<file path="src/pps_pkg.sv">
/*
 Package for the panel power sequencer: register offset, field positions,
 reset value and phase timing constants.
 Assumes a 40 MHz system clock.
*/
`default_nettype none
package pps_pkg;
    localparam logic [11:0] PPS_PWR_MGMT_OFFSET = 12'h408;
    localparam logic [31:0] PPS_PWR_MGMT_RESET = 32'h00000000;
    localparam int PPS_SEQ_SEL_BIT = 27;
    localparam int PPS_BL_SRC_BIT = 25;
    localparam int PPS_PWR_REQ_BIT = 24;
    localparam int PPS_UP_SD_BIT = 23;
    localparam int PPS_UP_DC_BIT = 22;
    localparam int PPS_UP_CB_BIT = 21;
    localparam int PPS_DN_BC_BIT = 20;
    localparam int PPS_DN_CD_BIT = 19;
    localparam int PPS_DN_DS_BIT = 18;
    // Writable bits of the power management register
    localparam logic [31:0] PPS_WR_MASK = 32'h0BFC0000;
    localparam int PPS_CLK_HZ = 40000000;
    localparam int PPS_TICK_US = 1000;
    localparam int PPS_TICK_CYCLES = PPS_CLK_HZ / 1000000 * PPS_TICK_US;
    localparam int PPS_SHORT_MS = 32;
    localparam int PPS_LONG_MS = 128;
    localparam int PPS_SHORT_TICKS = PPS_SHORT_MS * 1000 / PPS_TICK_US;
    localparam int PPS_LONG_TICKS = PPS_LONG_MS * 1000 / PPS_TICK_US;
    typedef enum logic [2:0] {
        PPS_OFF = 3'b000,
        PPS_SUPPLY = 3'b001,
        PPS_DATA = 3'b010,
        PPS_CONTRAST = 3'b011,
        PPS_ON = 3'b100
    } pps_level_type;
endpackage : pps_pkg
`default_nettype wire

</file>
<file path="src/pps_timer_if.sv">
/*
 Interface between the sequencer and its phase timer.
 Assumes a single system clock.
*/
`default_nettype none
interface pps_timer_if;
    logic start;
    logic long_sel;
    logic done;
    modport seq (output start, output long_sel, input done);
    modport tmr (input start, input long_sel, output done);
endinterface : pps_timer_if
`default_nettype wire

</file>
<file path="src/panel_power_sequencer.sv">
/*
 Panel power sequencer: power management register on a plain register port,
 internal up/down sequencing of the four panel controls, external pass-through.
 Assumes ext request inputs are asynchronous pins; register port is on clk_sys.
*/
`default_nettype none
module panel_power_sequencer
    import pps_pkg::*;
#(
    parameter int TICK_CYCLES = PPS_TICK_CYCLES
) (
    input wire logic clk_sys,
    input wire logic resetn,
    input wire logic [11:0] reg_addr,
    input wire logic [31:0] reg_wdata,
    input wire logic reg_write,
    input wire logic reg_read,
    output logic [31:0] reg_rdata,
    input wire logic ext_supply_request_in,
    input wire logic ext_contrast_request_in,
    output logic panel_supply_enable,
    output logic panel_data_enable,
    output logic contrast_voltage_enable,
    output logic backlight_off_n
);
    pps_timer_if tif ();
    pps_phase_timer #(
        .TICK_CYCLES(TICK_CYCLES)
    ) u_timer (
        .clk_sys(clk_sys),
        .resetn(resetn),
        .tif(tif)
    );

    logic [31:0] ctrl_q;
    logic [1:0] ext_sup_sync_q;
    logic [1:0] ext_con_sync_q;
    pps_level_type level_q;
    logic going_up_q;
    logic busy_q;
    logic wr_hit;
    logic req_rise;
    logic req_fall;
    logic internal_mode;
    logic bl_indep;
    logic start_q;
    logic long_q;
    logic wr_seq;
    logic [3:0] seq_ctl;

    assign wr_hit = reg_write && (reg_addr == PPS_PWR_MGMT_OFFSET);
    assign internal_mode = !ctrl_q[PPS_SEQ_SEL_BIT];
    assign bl_indep = ctrl_q[PPS_BL_SRC_BIT];
    // A write that also picks external mode starts nothing
    assign wr_seq = wr_hit && !reg_wdata[PPS_SEQ_SEL_BIT];
    // Only a change of the request bit counts as a command
    assign req_rise = wr_seq && !ctrl_q[PPS_PWR_REQ_BIT] && reg_wdata[PPS_PWR_REQ_BIT];
    assign req_fall = wr_seq && ctrl_q[PPS_PWR_REQ_BIT] && !reg_wdata[PPS_PWR_REQ_BIT];

    always_ff @(posedge clk_sys) begin
        if (!resetn) begin
            ctrl_q <= PPS_PWR_MGMT_RESET;
        end else if (wr_hit) begin
            ctrl_q <= reg_wdata & PPS_WR_MASK;
        end
    end

    always_ff @(posedge clk_sys) begin
        if (!resetn) begin
            reg_rdata <= 32'h00000000;
        end else if (reg_read && reg_addr == PPS_PWR_MGMT_OFFSET) begin
            reg_rdata <= ctrl_q;
        end else begin
            reg_rdata <= 32'h00000000;
        end
    end

    always_ff @(posedge clk_sys) begin
        if (!resetn) begin
            ext_sup_sync_q <= 2'b00;
            ext_con_sync_q <= 2'b00;
        end else begin
            ext_sup_sync_q <= {ext_sup_sync_q[0], ext_supply_request_in};
            ext_con_sync_q <= {ext_con_sync_q[0], ext_contrast_request_in};
        end
    end

    // Delay of the phase that follows reaching a level in the given direction
    function automatic logic phase_long(input pps_level_type lvl, input logic up, input logic [31:0] c);
        logic r;
        r = 1'b0;
        if (up) begin
            case (lvl)
                PPS_SUPPLY: r = c[PPS_UP_SD_BIT];
                PPS_DATA: r = c[PPS_UP_DC_BIT];
                // Independent backlight makes its phases the short fixed delay
                PPS_CONTRAST: r = c[PPS_UP_CB_BIT] && !c[PPS_BL_SRC_BIT];
                default: r = 1'b0;
            endcase
        end else begin
            case (lvl)
                PPS_CONTRAST: r = c[PPS_DN_BC_BIT] && !c[PPS_BL_SRC_BIT];
                PPS_DATA: r = c[PPS_DN_CD_BIT];
                PPS_SUPPLY: r = c[PPS_DN_DS_BIT];
                default: r = 1'b0;
            endcase
        end
        return r;
    endfunction : phase_long

    // Sequencer: first step of a fresh sequence is immediate, later ones wait a phase
    always_ff @(posedge clk_sys) begin
        start_q <= 1'b0;
        if (!resetn) begin
            level_q <= PPS_OFF;
            going_up_q <= 1'b0;
            busy_q <= 1'b0;
            long_q <= 1'b0;
        end else if (!internal_mode) begin
            busy_q <= 1'b0;
            going_up_q <= ctrl_q[PPS_PWR_REQ_BIT];
        end else if (req_rise) begin
            going_up_q <= 1'b1;
            if (level_q == PPS_OFF) begin
                level_q <= PPS_SUPPLY;
                start_q <= 1'b1;
                long_q <= phase_long(PPS_SUPPLY, 1'b1, reg_wdata);
                busy_q <= 1'b1;
            end else if (level_q != PPS_ON) begin
                start_q <= 1'b1;
                long_q <= phase_long(level_q, 1'b1, reg_wdata);
                busy_q <= 1'b1;
            end
        end else if (req_fall) begin
            going_up_q <= 1'b0;
            if (level_q == PPS_ON) begin
                // Backlight goes dark at once, contrast then waits its phase
                level_q <= PPS_CONTRAST;
                start_q <= 1'b1;
                long_q <= phase_long(PPS_CONTRAST, 1'b0, reg_wdata);
                busy_q <= 1'b1;
            end else if (level_q != PPS_OFF) begin
                start_q <= 1'b1;
                long_q <= phase_long(level_q, 1'b0, reg_wdata);
                busy_q <= 1'b1;
            end
        end else if (busy_q && tif.done && !start_q) begin
            // A done beside a fresh start belongs to the abandoned phase
            if (going_up_q) begin
                level_q <= pps_level_type'(level_q + 3'b001);
                if (level_q != PPS_CONTRAST) begin
                    start_q <= 1'b1;
                    long_q <= phase_long(pps_level_type'(level_q + 3'b001), 1'b1, ctrl_q);
                end else begin
                    busy_q <= 1'b0;
                end
            end else begin
                level_q <= pps_level_type'(level_q - 3'b001);
                if (level_q != PPS_SUPPLY) begin
                    start_q <= 1'b1;
                    long_q <= phase_long(pps_level_type'(level_q - 3'b001), 1'b0, ctrl_q);
                end else begin
                    busy_q <= 1'b0;
                end
            end
        end
    end

    // Panel controls implied by each level: supply, data, contrast, backlight
    always_comb begin
        seq_ctl = 4'h0;
        case (level_q)
            PPS_OFF: seq_ctl = 4'h0;
            PPS_SUPPLY: seq_ctl = 4'h8;
            PPS_DATA: seq_ctl = 4'hC;
            PPS_CONTRAST: seq_ctl = 4'hE;
            PPS_ON: seq_ctl = 4'hF;
            default: seq_ctl = 4'h0;
        endcase
    end

    assign tif.start = start_q;
    assign tif.long_sel = long_q;

    // Output drive: internal sequence or external pass-through
    always_ff @(posedge clk_sys) begin
        if (!resetn) begin
            panel_supply_enable <= 1'b0;
            panel_data_enable <= 1'b0;
            contrast_voltage_enable <= 1'b0;
            backlight_off_n <= 1'b0;
        end else if (internal_mode) begin
            panel_supply_enable <= seq_ctl[3];
            panel_data_enable <= seq_ctl[2];
            contrast_voltage_enable <= seq_ctl[1];
            backlight_off_n <= !bl_indep && seq_ctl[0];
        end else begin
            // Data activity rides on the supply request in external mode
            panel_supply_enable <= ext_sup_sync_q[1];
            panel_data_enable <= ext_sup_sync_q[1];
            contrast_voltage_enable <= ext_con_sync_q[1];
            backlight_off_n <= !bl_indep && ext_con_sync_q[1];
        end
    end
endmodule : panel_power_sequencer
`default_nettype wire

</file>
<file path="src/pps_phase_timer.sv">
/*
 Phase delay timer: a prescaler makes a tick each millisecond step and a
 counter measures a 32 ms or 128 ms interval after each start pulse.
 Assumes start is a one-cycle pulse on clk_sys; a new start restarts it.
*/
`default_nettype none
module pps_phase_timer
    import pps_pkg::*;
#(
    parameter int TICK_CYCLES = PPS_TICK_CYCLES,
    parameter int SHORT_TICKS = PPS_SHORT_TICKS,
    parameter int LONG_TICKS = PPS_LONG_TICKS
) (
    input wire logic clk_sys,
    input wire logic resetn,
    pps_timer_if.tmr tif
);
    logic [15:0] pre_q;
    logic [7:0] cnt_q;
    logic run_q;
    logic tick;
    logic done_q;

    assign tick = (pre_q == 16'(TICK_CYCLES - 1));
    assign tif.done = done_q;

    // Prescaler restarts with each phase so every interval is whole ticks
    always_ff @(posedge clk_sys) begin
        if (!resetn || tif.start || tick) begin
            pre_q <= 16'h0000;
        end else if (run_q) begin
            pre_q <= pre_q + 16'h0001;
        end
    end

    always_ff @(posedge clk_sys) begin
        done_q <= 1'b0;
        if (!resetn) begin
            run_q <= 1'b0;
            cnt_q <= 8'h00;
        end else if (tif.start) begin
            run_q <= 1'b1;
            cnt_q <= tif.long_sel ? 8'(LONG_TICKS - 1) : 8'(SHORT_TICKS - 1);
        end else if (run_q && tick) begin
            if (cnt_q == 8'h00) begin
                run_q <= 1'b0;
                done_q <= 1'b1;
            end else begin
                cnt_q <= cnt_q - 8'h01;
            end
        end
    end
endmodule : pps_phase_timer
`default_nettype wire

</file>
<file path="config.mk">
export PLATFORM = sky130hd
export DESIGN_NAME = panel_power_sequencer
export DESIGN_NICKNAME = d
export VERILOG_FILES = /design/src/pps_pkg.sv /design/src/pps_timer_if.sv /design/src/panel_power_sequencer.sv /design/src/pps_phase_timer.sv
export SDC_FILE = /design/constraint.sdc
export NUM_CORES = 1
export LEC_CHECK = 0
export ABC_AREA = 1
export BUFFER_PORTS_ARGS = -buffer_cell sky130_fd_sc_hd__buf_2
export CORE_MARGIN = 2
export CORE_UTILIZATION = 57
export DETAILED_ROUTE_END_ITERATION = 8
export MAX_ROUTING_LAYER = met4
export PLACE_DENSITY = 0.87
export SLEW_MARGIN = 20
export SYNTH_ARGS = -nofsm -noshare
export SYNTH_HDL_FRONTEND = slang
export SYNTH_SLANG_ARGS = --single-unit
</file>
<file path="constraint.sdc">
create_clock -name clk_sys -period 2.9 [get_ports clk_sys]
set_clock_uncertainty 0.05 [all_clocks]
set_input_delay 0.435 -clock clk_sys [delete_from_list [all_inputs] [get_ports clk_sys]]
set_output_delay 0.435 -clock clk_sys [all_outputs]
set_load 0.01 [all_outputs]
</file>
* Word-level counts from Yosys, hierarchy flattened
Cells that the tools add are included.
** Cells by class
- Add/subtract/negate cells :: 4
- Equal/unequal tests :: 23
- Multiplexer cells :: 56
- Bitwise operators :: 3
- Reduce and logical (&&, ||, !) cells :: 41
** Operators by type and width (number)
- two-way mux 1 bit :: 41
- two-way mux 8 bit :: 3
- == test 3 x 2 -> 1 bit (second input constant) :: 6
- two-way mux 3 bit :: 6
- adder 16 x 1 -> 16 bit (second input constant) :: 1
- == test 16 bit (second input constant) :: 1
- logical AND 1 bit :: 16
- one-hot mux 4 bit (4 select lines) :: 1
- == test 12 x 11 -> 1 bit (second input constant) :: 1
- one-hot mux 1 bit (3 select lines) :: 4
- == test 3 x 1 -> 1 bit (second input constant) :: 3
- nonzero test 3 bit :: 3
- logical NOT 8 bit :: 1
- inequality test 4 bit (second input constant) :: 2
- subtractor 8 x 1 -> 8 bit (second input constant) :: 1
- logical NOT 1 bit :: 7
- two-way mux 7 bit :: 1
- inequality test 3 x 1 -> 1 bit (second input constant) :: 2
- inequality test 3 x 2 -> 1 bit (second input constant) :: 2
- AND reduction 2 bit :: 3
- AND reduction 6 bit :: 1
- AND reduction 5 bit :: 1
- inequality test 4 x 1 -> 1 bit (second input constant) :: 1
- inequality test 4 x 2 -> 1 bit (second input constant) :: 1
- other kinds (14) :: 18
** Storage, ports and cells
- Register bits :: 59
- Input port bits :: 50
- Output and inout bits :: 36
- Word-level logic and storage cells :: 144

* Logic depth before layout (Yosys ltp)
Gate-level depths: netlist of the first run.
- Word-level depth :: 8
- Depth in mapped cells :: 14
- Mapped depth without buffers :: 14

* Cells and area by module
From an unflattened synthesis of the first run, not the netlist that was laid out.
** Unflattened totals
- Cells, all modules :: 469
- Area total of the unflattened synthesis :: 3281.9 um2
** Modules (own cells, without submodules)
- panel_power_sequencer :: times used 1, cells each 266, area each 1888.1 um2, seq. area each 660.6 um2
- pps_phase_timer :: times used 1, cells each 203, area each 1393.8 um2, seq. area each 520.5 um2

* Least setup slack after synthesis of the first run
No wires, ideal clock.
- Path kind :: input to register
- Start :: input port reg_addr[8]
- End :: register level_q[2]
- Library setup time :: 113 ps
- Arrival time :: 1395 ps
- Required time :: 2737 ps
- Setup slack :: 1342 ps
- Stages :: 12
- Path buffers :: 0
- Cell sequence :: inv_1 -> nand2_1 -> nor2_4 -> nand3_4 -> nor2_8 -> nand3_4 -> nor2_1 -> inv_1 -> nand3_2 -> inv_2 -> nor2_1 -> nor2_1
** On the way
- Longest elaborated chain between the ends :: 7
- Elaborated cells between the ends (all ways) :: 13
- Those cells by class :: eq/ne: 3; mux: 2; reduce/logical: 8
** RTL lines
- start: declaration :: RTL line panel_power_sequencer.sv:14 : input wire logic [11:0] reg_addr,
- == test 12 x 11 -> 1 bit (*) :: RTL line panel_power_sequencer.sv:51 : assign wr_hit = reg_write && (reg_addr == PPS_PWR_MGMT_OFFSET);
- logical AND 1 bit (*) :: RTL line panel_power_sequencer.sv:51
- logical AND 1 bit (*) :: RTL line panel_power_sequencer.sv:55 : assign wr_seq = wr_hit && !reg_wdata[PPS_SEQ_SEL_BIT];
- logical AND 1 bit, on equally long branches (2 in a row) :: RTL line panel_power_sequencer.sv:57, panel_power_sequencer.sv:58
- inequality test 3 x 2 -> 1 bit (no source line), or another cell as far along
- AND reduction 4 bit (no source line) / two-way mux 3 bit (equally long branches)
- end signal: assignment :: RTL line panel_power_sequencer.sv:150 : level_q <= pps_level_type'(level_q + 3'b001);
- end signal: assignment :: RTL line panel_power_sequencer.sv:158 : level_q <= pps_level_type'(level_q - 3'b001);
- end: declaration :: RTL line panel_power_sequencer.sv:38 : pps_level_type level_q;
Every way passes the cells marked *; elsewhere a longest branch is shown, timed or not.
A chain may end at the register's enable or synchronous reset.

* Final worst setup path of the first run
- Start :: register level_q[0]
- End :: register long_q
** On the way
- Longest elaborated chain between the ends :: 8
- Elaborated cells between the ends (all ways) :: 36
- Those cells by class :: add/sub: 2; eq/ne: 16; mux: 14; reduce/logical: 4
** RTL lines
- subtractor 3 x 1 -> 3 bit / adder 3 x 1 -> 3 bit (equally long branches) :: RTL line panel_power_sequencer.sv:161, panel_power_sequencer.sv:153
- == test 3 x 1 -> 1 bit, or another cell as far along :: RTL line panel_power_sequencer.sv:101 : case (lvl)
- one-hot mux 1 bit (3 select lines), on equally long branches :: RTL line panel_power_sequencer.sv:101, panel_power_sequencer.sv:93
- two-way mux 1 bit, on equally long branches :: RTL line panel_power_sequencer.sv:159, panel_power_sequencer.sv:151
- two-way mux 1 bit :: RTL line panel_power_sequencer.sv:149 : if (going_up_q) begin
- two-way mux 1 bit :: RTL line panel_power_sequencer.sv:147 : end else if (busy_q && tif.done && !start_q) begin
- two-way mux 1 bit :: RTL line panel_power_sequencer.sv:134 : end else if (req_fall) begin
- two-way mux 1 bit :: RTL line panel_power_sequencer.sv:122 : end else if (req_rise) begin
- end signal: assignment :: RTL line panel_power_sequencer.sv:127 : long_q <= phase_long(PPS_SUPPLY, 1'b1, reg_wdata);
- end signal: assignment :: RTL line panel_power_sequencer.sv:140 : long_q <= phase_long(PPS_CONTRAST, 1'b0, reg_wdata);
- end signal: assignment :: RTL line panel_power_sequencer.sv:153 : long_q <= phase_long(pps_level_type'(level_q + 3'b001), 1'b1, ctrl_q);
- end: declaration :: RTL line panel_power_sequencer.sv:47 : logic long_q;
Several ways; a longest one is shown, not always the timed one. The select of a mux whose other input is x is not followed.

==> results of run 1 <==
## synth_stat cells, types with 9 or more instances
library cell | count | area (µm²)
nand2_1 | 71 | 266.5
dfxtp_1 | 59 | 1181
nor2_1 | 57 | 214.0
inv_1 | 52 | 195.2
a21oi_1 | 24 | 120.1
nand3_1 | 24 | 120.1
buf_4 | 23 | 172.7
inv_2 | 15 | 56.30
o21ai_0 | 11 | 55.05
ha_1 | 10 | 125.1
nand4_1 | 9 | 56.30
nor3_1 | 9 | 45.04
## metrics by stage
step           util, %  cells
3_3_place_gp     61.82    543
3_5_place_dp     61.82    543
6_report         65.36    558
2_1_floorplan        -    460
4_1_cts          65.36    558
5_1_grt          65.36    558
## how the worst max path moves through the flow
stage / start / to / slack [ns] / cells past startpoint
CTS: level_q[0] / long_q / 1.11 / 12
detailed placement: reg_addr[7] / long_q / 0.83 / 13
global placement: reg_addr[7] / long_q / 0.88 / 13
floorplan: reg_addr[8] / level_q[2] / 1.34 / 12
finish: level_q[0] / long_q / 1.03 / 14
global route: level_q[1] / long_q / 0.89 / 14
## worst max-delay path: cells and delay by family, from the launching register on
family	cells	cell delay, ns
fa+ha+maj	1	0.22
compound gates	1	0.08
flops	1	0.46
simple gates	10	0.78
buf+inv	2	0.19
## routing by layer
| layer | track usage [%] | vias up | part of all wire, % |
|---|---|---|---|
| met5 | - | - | 0 |
| met4 | 11.21 | 0 | 1.9 |
| met3 | 5.341 | 12 | 5.8 |
| met2 | 41.36 | 99 | 49 |
| met1 | 28.13 | 1333 | 43 |
| li1 | - | 1452 | - |
## state kept, by name, indices dropped and copies added, names as in the netlist, 2 cells and up
signal	cells
level_q	3
u_timer.cnt_q	8
ext_sup_sync_q	2
u_timer.pre_q	16
reg_rdata	9
ctrl_q	9
ext_con_sync_q	2
## cells in the final DEF, fill, tap and decap left out, drive strengths merged, types with 2 or more instances in the layout
master,netlist,final
nor3b,2,2
nor3,10,10
ha,10,10
buf,26,39
nand3,32,32
clkbuf,2,13
dfxtp,59,59
xnor2,6,6
nor2,69,69
nand2,74,74
o211ai,2,2
o21ai,18,18
a211oi,7,7
nand4,9,9
a21oi,24,24
inv,67,67
conb,1,23
a31oi,6,6
nor4,2,2
xor2,5,5
## layout make-up
| type | count | area (µm²) | share of cell area, % |
|---|---|---|---|
| repair buffers | 39 | 195.2 | 5.456 |
| multi-input cells | 306 | 1665 | 46.55 |
| flip-flops and latches | 59 | 1181 | 33.02 |
| clock inverters | 2 | 35.03 | 0.9794 |
| clock buffers | 13 | 158.9 | 4.442 |
| well taps | 72 | 90.09 | 2.518 |
| inverters | 67 | 251.5 | 7.030 |
## power by group through the flow
stage | registers (W) | logic, W | clock network [W]
after CTS | 0.000814 | 0.0000720 | 0.000753
after detailed placement | 0.000832 | 0.0000716 | 0
final | 0.000814 | 0.0000730 | 0.000752
after global routing | 0.000813 | 0.0000827 | 0.000794
after global placement | 0.000832 | 0.0000706 | 0
after floorplan | 0.000831 | 0.0000667 | 0
## logic make-up after synthesis
logic type | Yosys count | share of synthesized area [%]
AOI/OAI and AO/OA | 60 | 10.61
adders and majority gates | 10 | 3.900
xor gates and xnor gates | 11 | 3.003
DFF | 59 | 36.82
buffers and inverters | 95 | 13.85
other | 1 | 0.1169
and+or+nand+nor | 202 | 31.71
==> key figures, run 1 <==
Hold path
  – WHS Endpoint: ext_sup_sync_q[0]
  – Worst hold start: ext_supply_request_in
  – Hold depth: 3
  – Worst hold path class: input pin to register

Pwr
  – P_leak: between 1.5 and 2 nW
  – Sw Share: 22.32%
  – Clock share of power: a little under half
  – Maximum vdd drop: around 0.33 mV
  – Pwr dens: 458.0 nW/µm²
  – Sequential Power Share: 49.7%
  – Comb pwr share: 4.5%
  – Tot Pwr: 0.001639 W
  – Psw: 0.0003657 W
  – Internal cell power: 0.001273 W

Timing
  – Setup TNS Final: 0 ns
  – Pins Over Slew Limit: 0
  – Setup WS post-layout: 1.033 ns
  – Period minus WS final: 1.867 ns
  – Max frequency: 0.5356 GHz
  – RSZ-0062 raised after global routing: no
  – Hold slack: 0.2221 ns
  – Final setup viols: 0
  – Fin crit share: 64.38%
  – Final Hold Fails: 0

Worst setup path
  – Setup crit start kind: register
  – R2R depth: 14
  – Crit-path cells: inv_1 -> ha_1 -> nand2_1 -> inv_2 -> nand2_1 -> nand2_1 -> nor2_1 -> o21ai_0 -> nand2_1 -> nand2_1 -> nor2_1 -> nand2_1 -> nand2_1 -> nor2_1
  – R2r startpoint: level_q[0]
  – Critical-path top delay cell: dfxtp_1
  – FF-to-FF setup slack: 1.03 ns
  – Crit-path most repeated cell: nand2_1
  – WP data required: 3.09 ns
  – Arr. time, crit path: 2.06 ns
  – Setup Crit Path Kind: register to register
  – Slowest stage delay, CP: 0.46 ns
  – Worst Setup End Kind: register
  – CP max FO: 6
  – Reg2reg end: long_q

Clocking
  – Gates resized, CTS repair: 0
  – Cts bufs inserted: 9
  – Bufs on Longest Clock Path: 2
  – Clk slew on worst S/H paths: roughly 0.060 ns
  – Worst-Skew Late Latency: 0.34 ns
  – Clk sinks: 59
  – Postcts setup bufs: 0
  – CTS root buf: clkbuf_8
  – Hold Buf Count CTS: 0
  – CTS tree: yes
  – H-Tree Level Count: 3

Routing
  – Routed Antenna Nets: 0
  – First-pass detailed-route iteration total: 6
  – DRC Markers: 0
  – DR vias/cell: roughly 5.2
  – Final wirelength: 6994 µm
  – Drt wl/cell: approximately 13 µm
  – Via count: 2896
  – Starting DRT DRC Count: 229

Placed design
  – Routability cong.: 0.9329
  – Dpl cell area: 3383 µm²
  – Setup slack at placement: 0.8266 ns
  – Port buffer count: 39
  – Final HPWL DP: 5064 µm

Status
  – Status: complete, no violations

GRT
  – Total GRT Usage: 24.60%
  – Initial antenna violation count: 0
  – Global-route wire length before repair: 11850 µm
  – Pin count of the biggest net entering global routing: 20
  – Grt total ovfl: 0
  – Vias in the first global route: 2743

Floorplanning
  – FP Rows: 27
  – Die W: 79.02 µm
  – Starting Density: 58.62%
  – Die H: between 70 and 80 µm
  – Die ar.: 6244 µm²
  – Top Ports: between 80 and 90
  – Core Region: between 5000 and 6000 µm²

Final layout
  – Layout Nets: 542
  – Area Overhead vs Synth: 11.51%
  – Layout cell share with drive strength beyond 1: 18.93%
  – Post-layout instance area: 3577 µm²
  – N_diodes: 0
  – Filler cell count in the final layout: 460

Yosys
  – Post-synthesis area per instance: 7.324 µm²
  – Netlist cell types: 39
  – Number of synthesized flops with an enable pin: 0
  – Yosys warns: 0
  – Post-synthesis sequential area ratio: 36.82%
  – Seq cells post-synth: 59
  – Cells after Synth: 438
  – Synth Cell Area: 3208 µm²
  – Prevailing post-synth register cell: dfxtp_1
  – Ys async rst share: 0%

Flow run
  – Max_cap viols: 0
No activity file was read; power rests on OpenSTA's default activity.
==> inputs of run 2 (changes only) <==
--- a/config.mk
+++ b/config.mk
@@ -8,10 +8,10 @@
 export ABC_AREA = 1
 export BUFFER_PORTS_ARGS = -buffer_cell sky130_fd_sc_hd__buf_2
 export CORE_MARGIN = 2
-export CORE_UTILIZATION = 57
+export CORE_UTILIZATION = 53
 export DETAILED_ROUTE_END_ITERATION = 8
 export MAX_ROUTING_LAYER = met4
-export PLACE_DENSITY = 0.87
+export PLACE_DENSITY = 0.81
 export SLEW_MARGIN = 20
 export SYNTH_ARGS = -nofsm -noshare
 export SYNTH_HDL_FRONTEND = slang
==> constraint.sdc (replaced) <==
create_clock -name clk_sys -period 1.85 [get_ports clk_sys]
set_clock_uncertainty 0.05 [all_clocks]
set_input_delay 0.2775 -clock clk_sys [delete_from_list [all_inputs] [get_ports clk_sys]]
set_output_delay 0.2775 -clock clk_sys [all_outputs]
set_load 0.01 [all_outputs]
==> run 2 against run 1 <==
  * First-iteration DRC count decreased by 15%
  * Critical path depth is 2 lower
  * Sequential cell count unchanged
  * Combinational power is 60% higher
  * Design area grew 1.9%
  * Routed wire length shrank 7.8%
  * Non-clock buffer count up 4
==> key figures, run 2 (synthesis results as in run 1) <==
Routing
  – DR vias/cell: 5.080
  – Routed Antenna Nets: 0
  – Drt wl/cell: 11.41 µm
  – DRC Markers: 0
  – Starting DRT DRC Count: 194
  – Via count: 2870
  – Final wirelength: 6449 µm
  – First-pass detailed-route iteration total: 5

Timing
  – Final setup viols: 0
  – Final Hold Fails: 0
  – RSZ-0062 raised after global routing: no
  – Setup TNS Final: 0 ns
  – Pins Over Slew Limit: 0
  – Fin crit share: 92.51%
  – Period minus WS final: 1.712 ns
  – Max frequency: around 0.6 GHz

Clocking
  – Cts bufs inserted: 9
  – Bufs on Longest Clock Path: 2
  – H-Tree Level Count: 3
  – Clk sinks: 59
  – Postcts setup bufs: 0
  – Clk slew on worst S/H paths: 0.06 ns
  – CTS root buf: clkbuf_8
  – CTS tree: yes
  – Hold Buf Count CTS: 0
  – Worst-Skew Late Latency: 0.34 ns

Pwr
  – P_leak: 1.635 nW
  – Internal cell power: between 0.002 and 0.0025 W
  – Psw: around 0.00054 W
  – Maximum vdd drop: ~0.38 mV
  – Sw Share: 20.79%
  – Clock share of power: 46.8%
  – Comb pwr share: 4.5%
  – Sequential Power Share: 48.7%
  – Pwr dens: 718.0 nW/µm²

Floorplanning
  – FP Rows: 28
  – Top Ports: 86
  – Die H: 81.80 µm
  – Starting Density: between 50% and 60%
  – Core Region: approximately 5900 µm²
  – Die ar.: 6691 µm²
  – Die W: 81.80 µm

Worst setup path
  – Arr. time, crit path: approximately 1.9 ns
  – FF-to-FF setup slack: 0.14 ns
  – WP data required: 2.03 ns
  – Setup Crit Path Kind: register to register
  – Setup crit start kind: register
  – CP max FO: 6
  – Worst Setup End Kind: register

GRT
  – Total GRT Usage: 21.79%
  – Initial antenna violation count: 0
  – Pin count of the biggest net entering global routing: 19
  – Vias in the first global route: 2579
  – Global-route wire length before repair: 10910 µm
  – Grt total ovfl: 0

Final layout
  – Layout cell share with drive strength beyond 1: 21.02%
  – Filler cell count in the final layout: between 500 and 600
  – Commonest non-fill, non-tap cell in the layout: nand2_1
  – Max reg flops: 16
  – Most frequent cells in the layout: nand2_1, dfxtp_1, nor2_1
  – Area Overhead vs Synth: 13.57%
  – Largest regs: u_timer.pre_q: 16 flops, ctrl_q: 9 flops, reg_rdata: 9 flops
  – Area occupied by multi-input gates: between 1500 and 2000 µm²
  – Final Util: 61.90%
  – N_diodes: 0
  – Layout Nets: 546
  – Register Area: 1187 µm²
  – Reg with most FFs: u_timer.pre_q

Placed design
  – Final HPWL DP: 4831 µm
  – Port buffer count: 39
  – Routability cong.: ~0.92

Flow run
  – Max_cap viols: 0

Hold path
  – Worst hold path class: input pin to register

Status
  – Status: complete, no violations
==> run 2: changes by cell type in the layout (fill, tap and decap cells not counted), sizes merged <==
cell / before / now
clkbuf: 13 / 14
buf: 39 / 43
clkinv: 1 / 0
==> run 2: worst paths after layout <==
| kind | start | to | cells after the start |
|---|---|---|---|
| worst min-delay path | ext_contrast_request_in | ext_con_sync_q[0] | 3 |
| worst max register to register | level_q[0] | long_q | 12 |
| worst min register to register | ext_con_sync_q[0] | ext_con_sync_q[1] | 2 |
| worst max-delay path | level_q[0] | long_q | 12 |
==> run 2: metal layers <==
metal	GRT usage [%]	routed length [µm]	part of all wire [%]
met5	-	0	0
met3	6.044	405	6.3
met4	10.33	140	2.2
met2	34.07	3013	47
met1	25.96	2889	45
==> run 2: per-stage QoR <==
step	cell area [µm²]	setup slack (ns)	hold WS [ns]	total power, W	cells
3_5_place_dp	3417	0.06921	0.3597	0.001419	550
3_3_place_gp	3417	0.1192	0.3456	0.001417	550
5_1_grt	3643	0.01045	0.07105	0.002726	565
2_1_floorplan	3291	0.3371	0.3251	0.001408	460
6_report	3643	0.1385	0.07712	0.002616	565
4_1_cts	3630	0.04914	0.06582	0.002648	565
==> run 2: worst max-delay path, stage by stage, from the launching register on <==
cell     delay (ns)
dfxtp_4        0.36
ha_1           0.22
ha_1           0.23
nand3_1        0.10
nand2_1        0.06
nor2_1         0.07
o21ai_0        0.07
nand2_1        0.08
nand2_1        0.06
nor2_2         0.13
nand2_1        0.07
nand2_1        0.06
nor2_1         0.04
==> run 2: final cells by class <==
cell class                      instances  area share (%)
Sequential cell                        59           32.59
Multi-Input combinational cell        306           45.91
Clock buffer                           14           5.014
Clock inverter                          1          0.8242
Timing Repair Buffer                   43           6.181
Tap cell                               75           2.576
Inverter                               67           6.902
==> run 2: power groups by stage <==
stage / logic (W) / registers, W / clock network (W)
after global routing: 0.000132 / 0.00127 / 0.00132
final: 0.000117 / 0.00127 / 0.00122
after floorplan: 0.000105 / 0.00130 / 0
after CTS: 0.000116 / 0.00128 / 0.00126
after global placement: 0.000114 / 0.00130 / 0
after detailed placement: 0.000116 / 0.00130 / 0
==> run 2: repair_timing <==
item | CTS | global route
hold endpoints to repair | 0 | 0
setup endpoints to repair | 0 | 2
gates resized for setup | 0 | 7
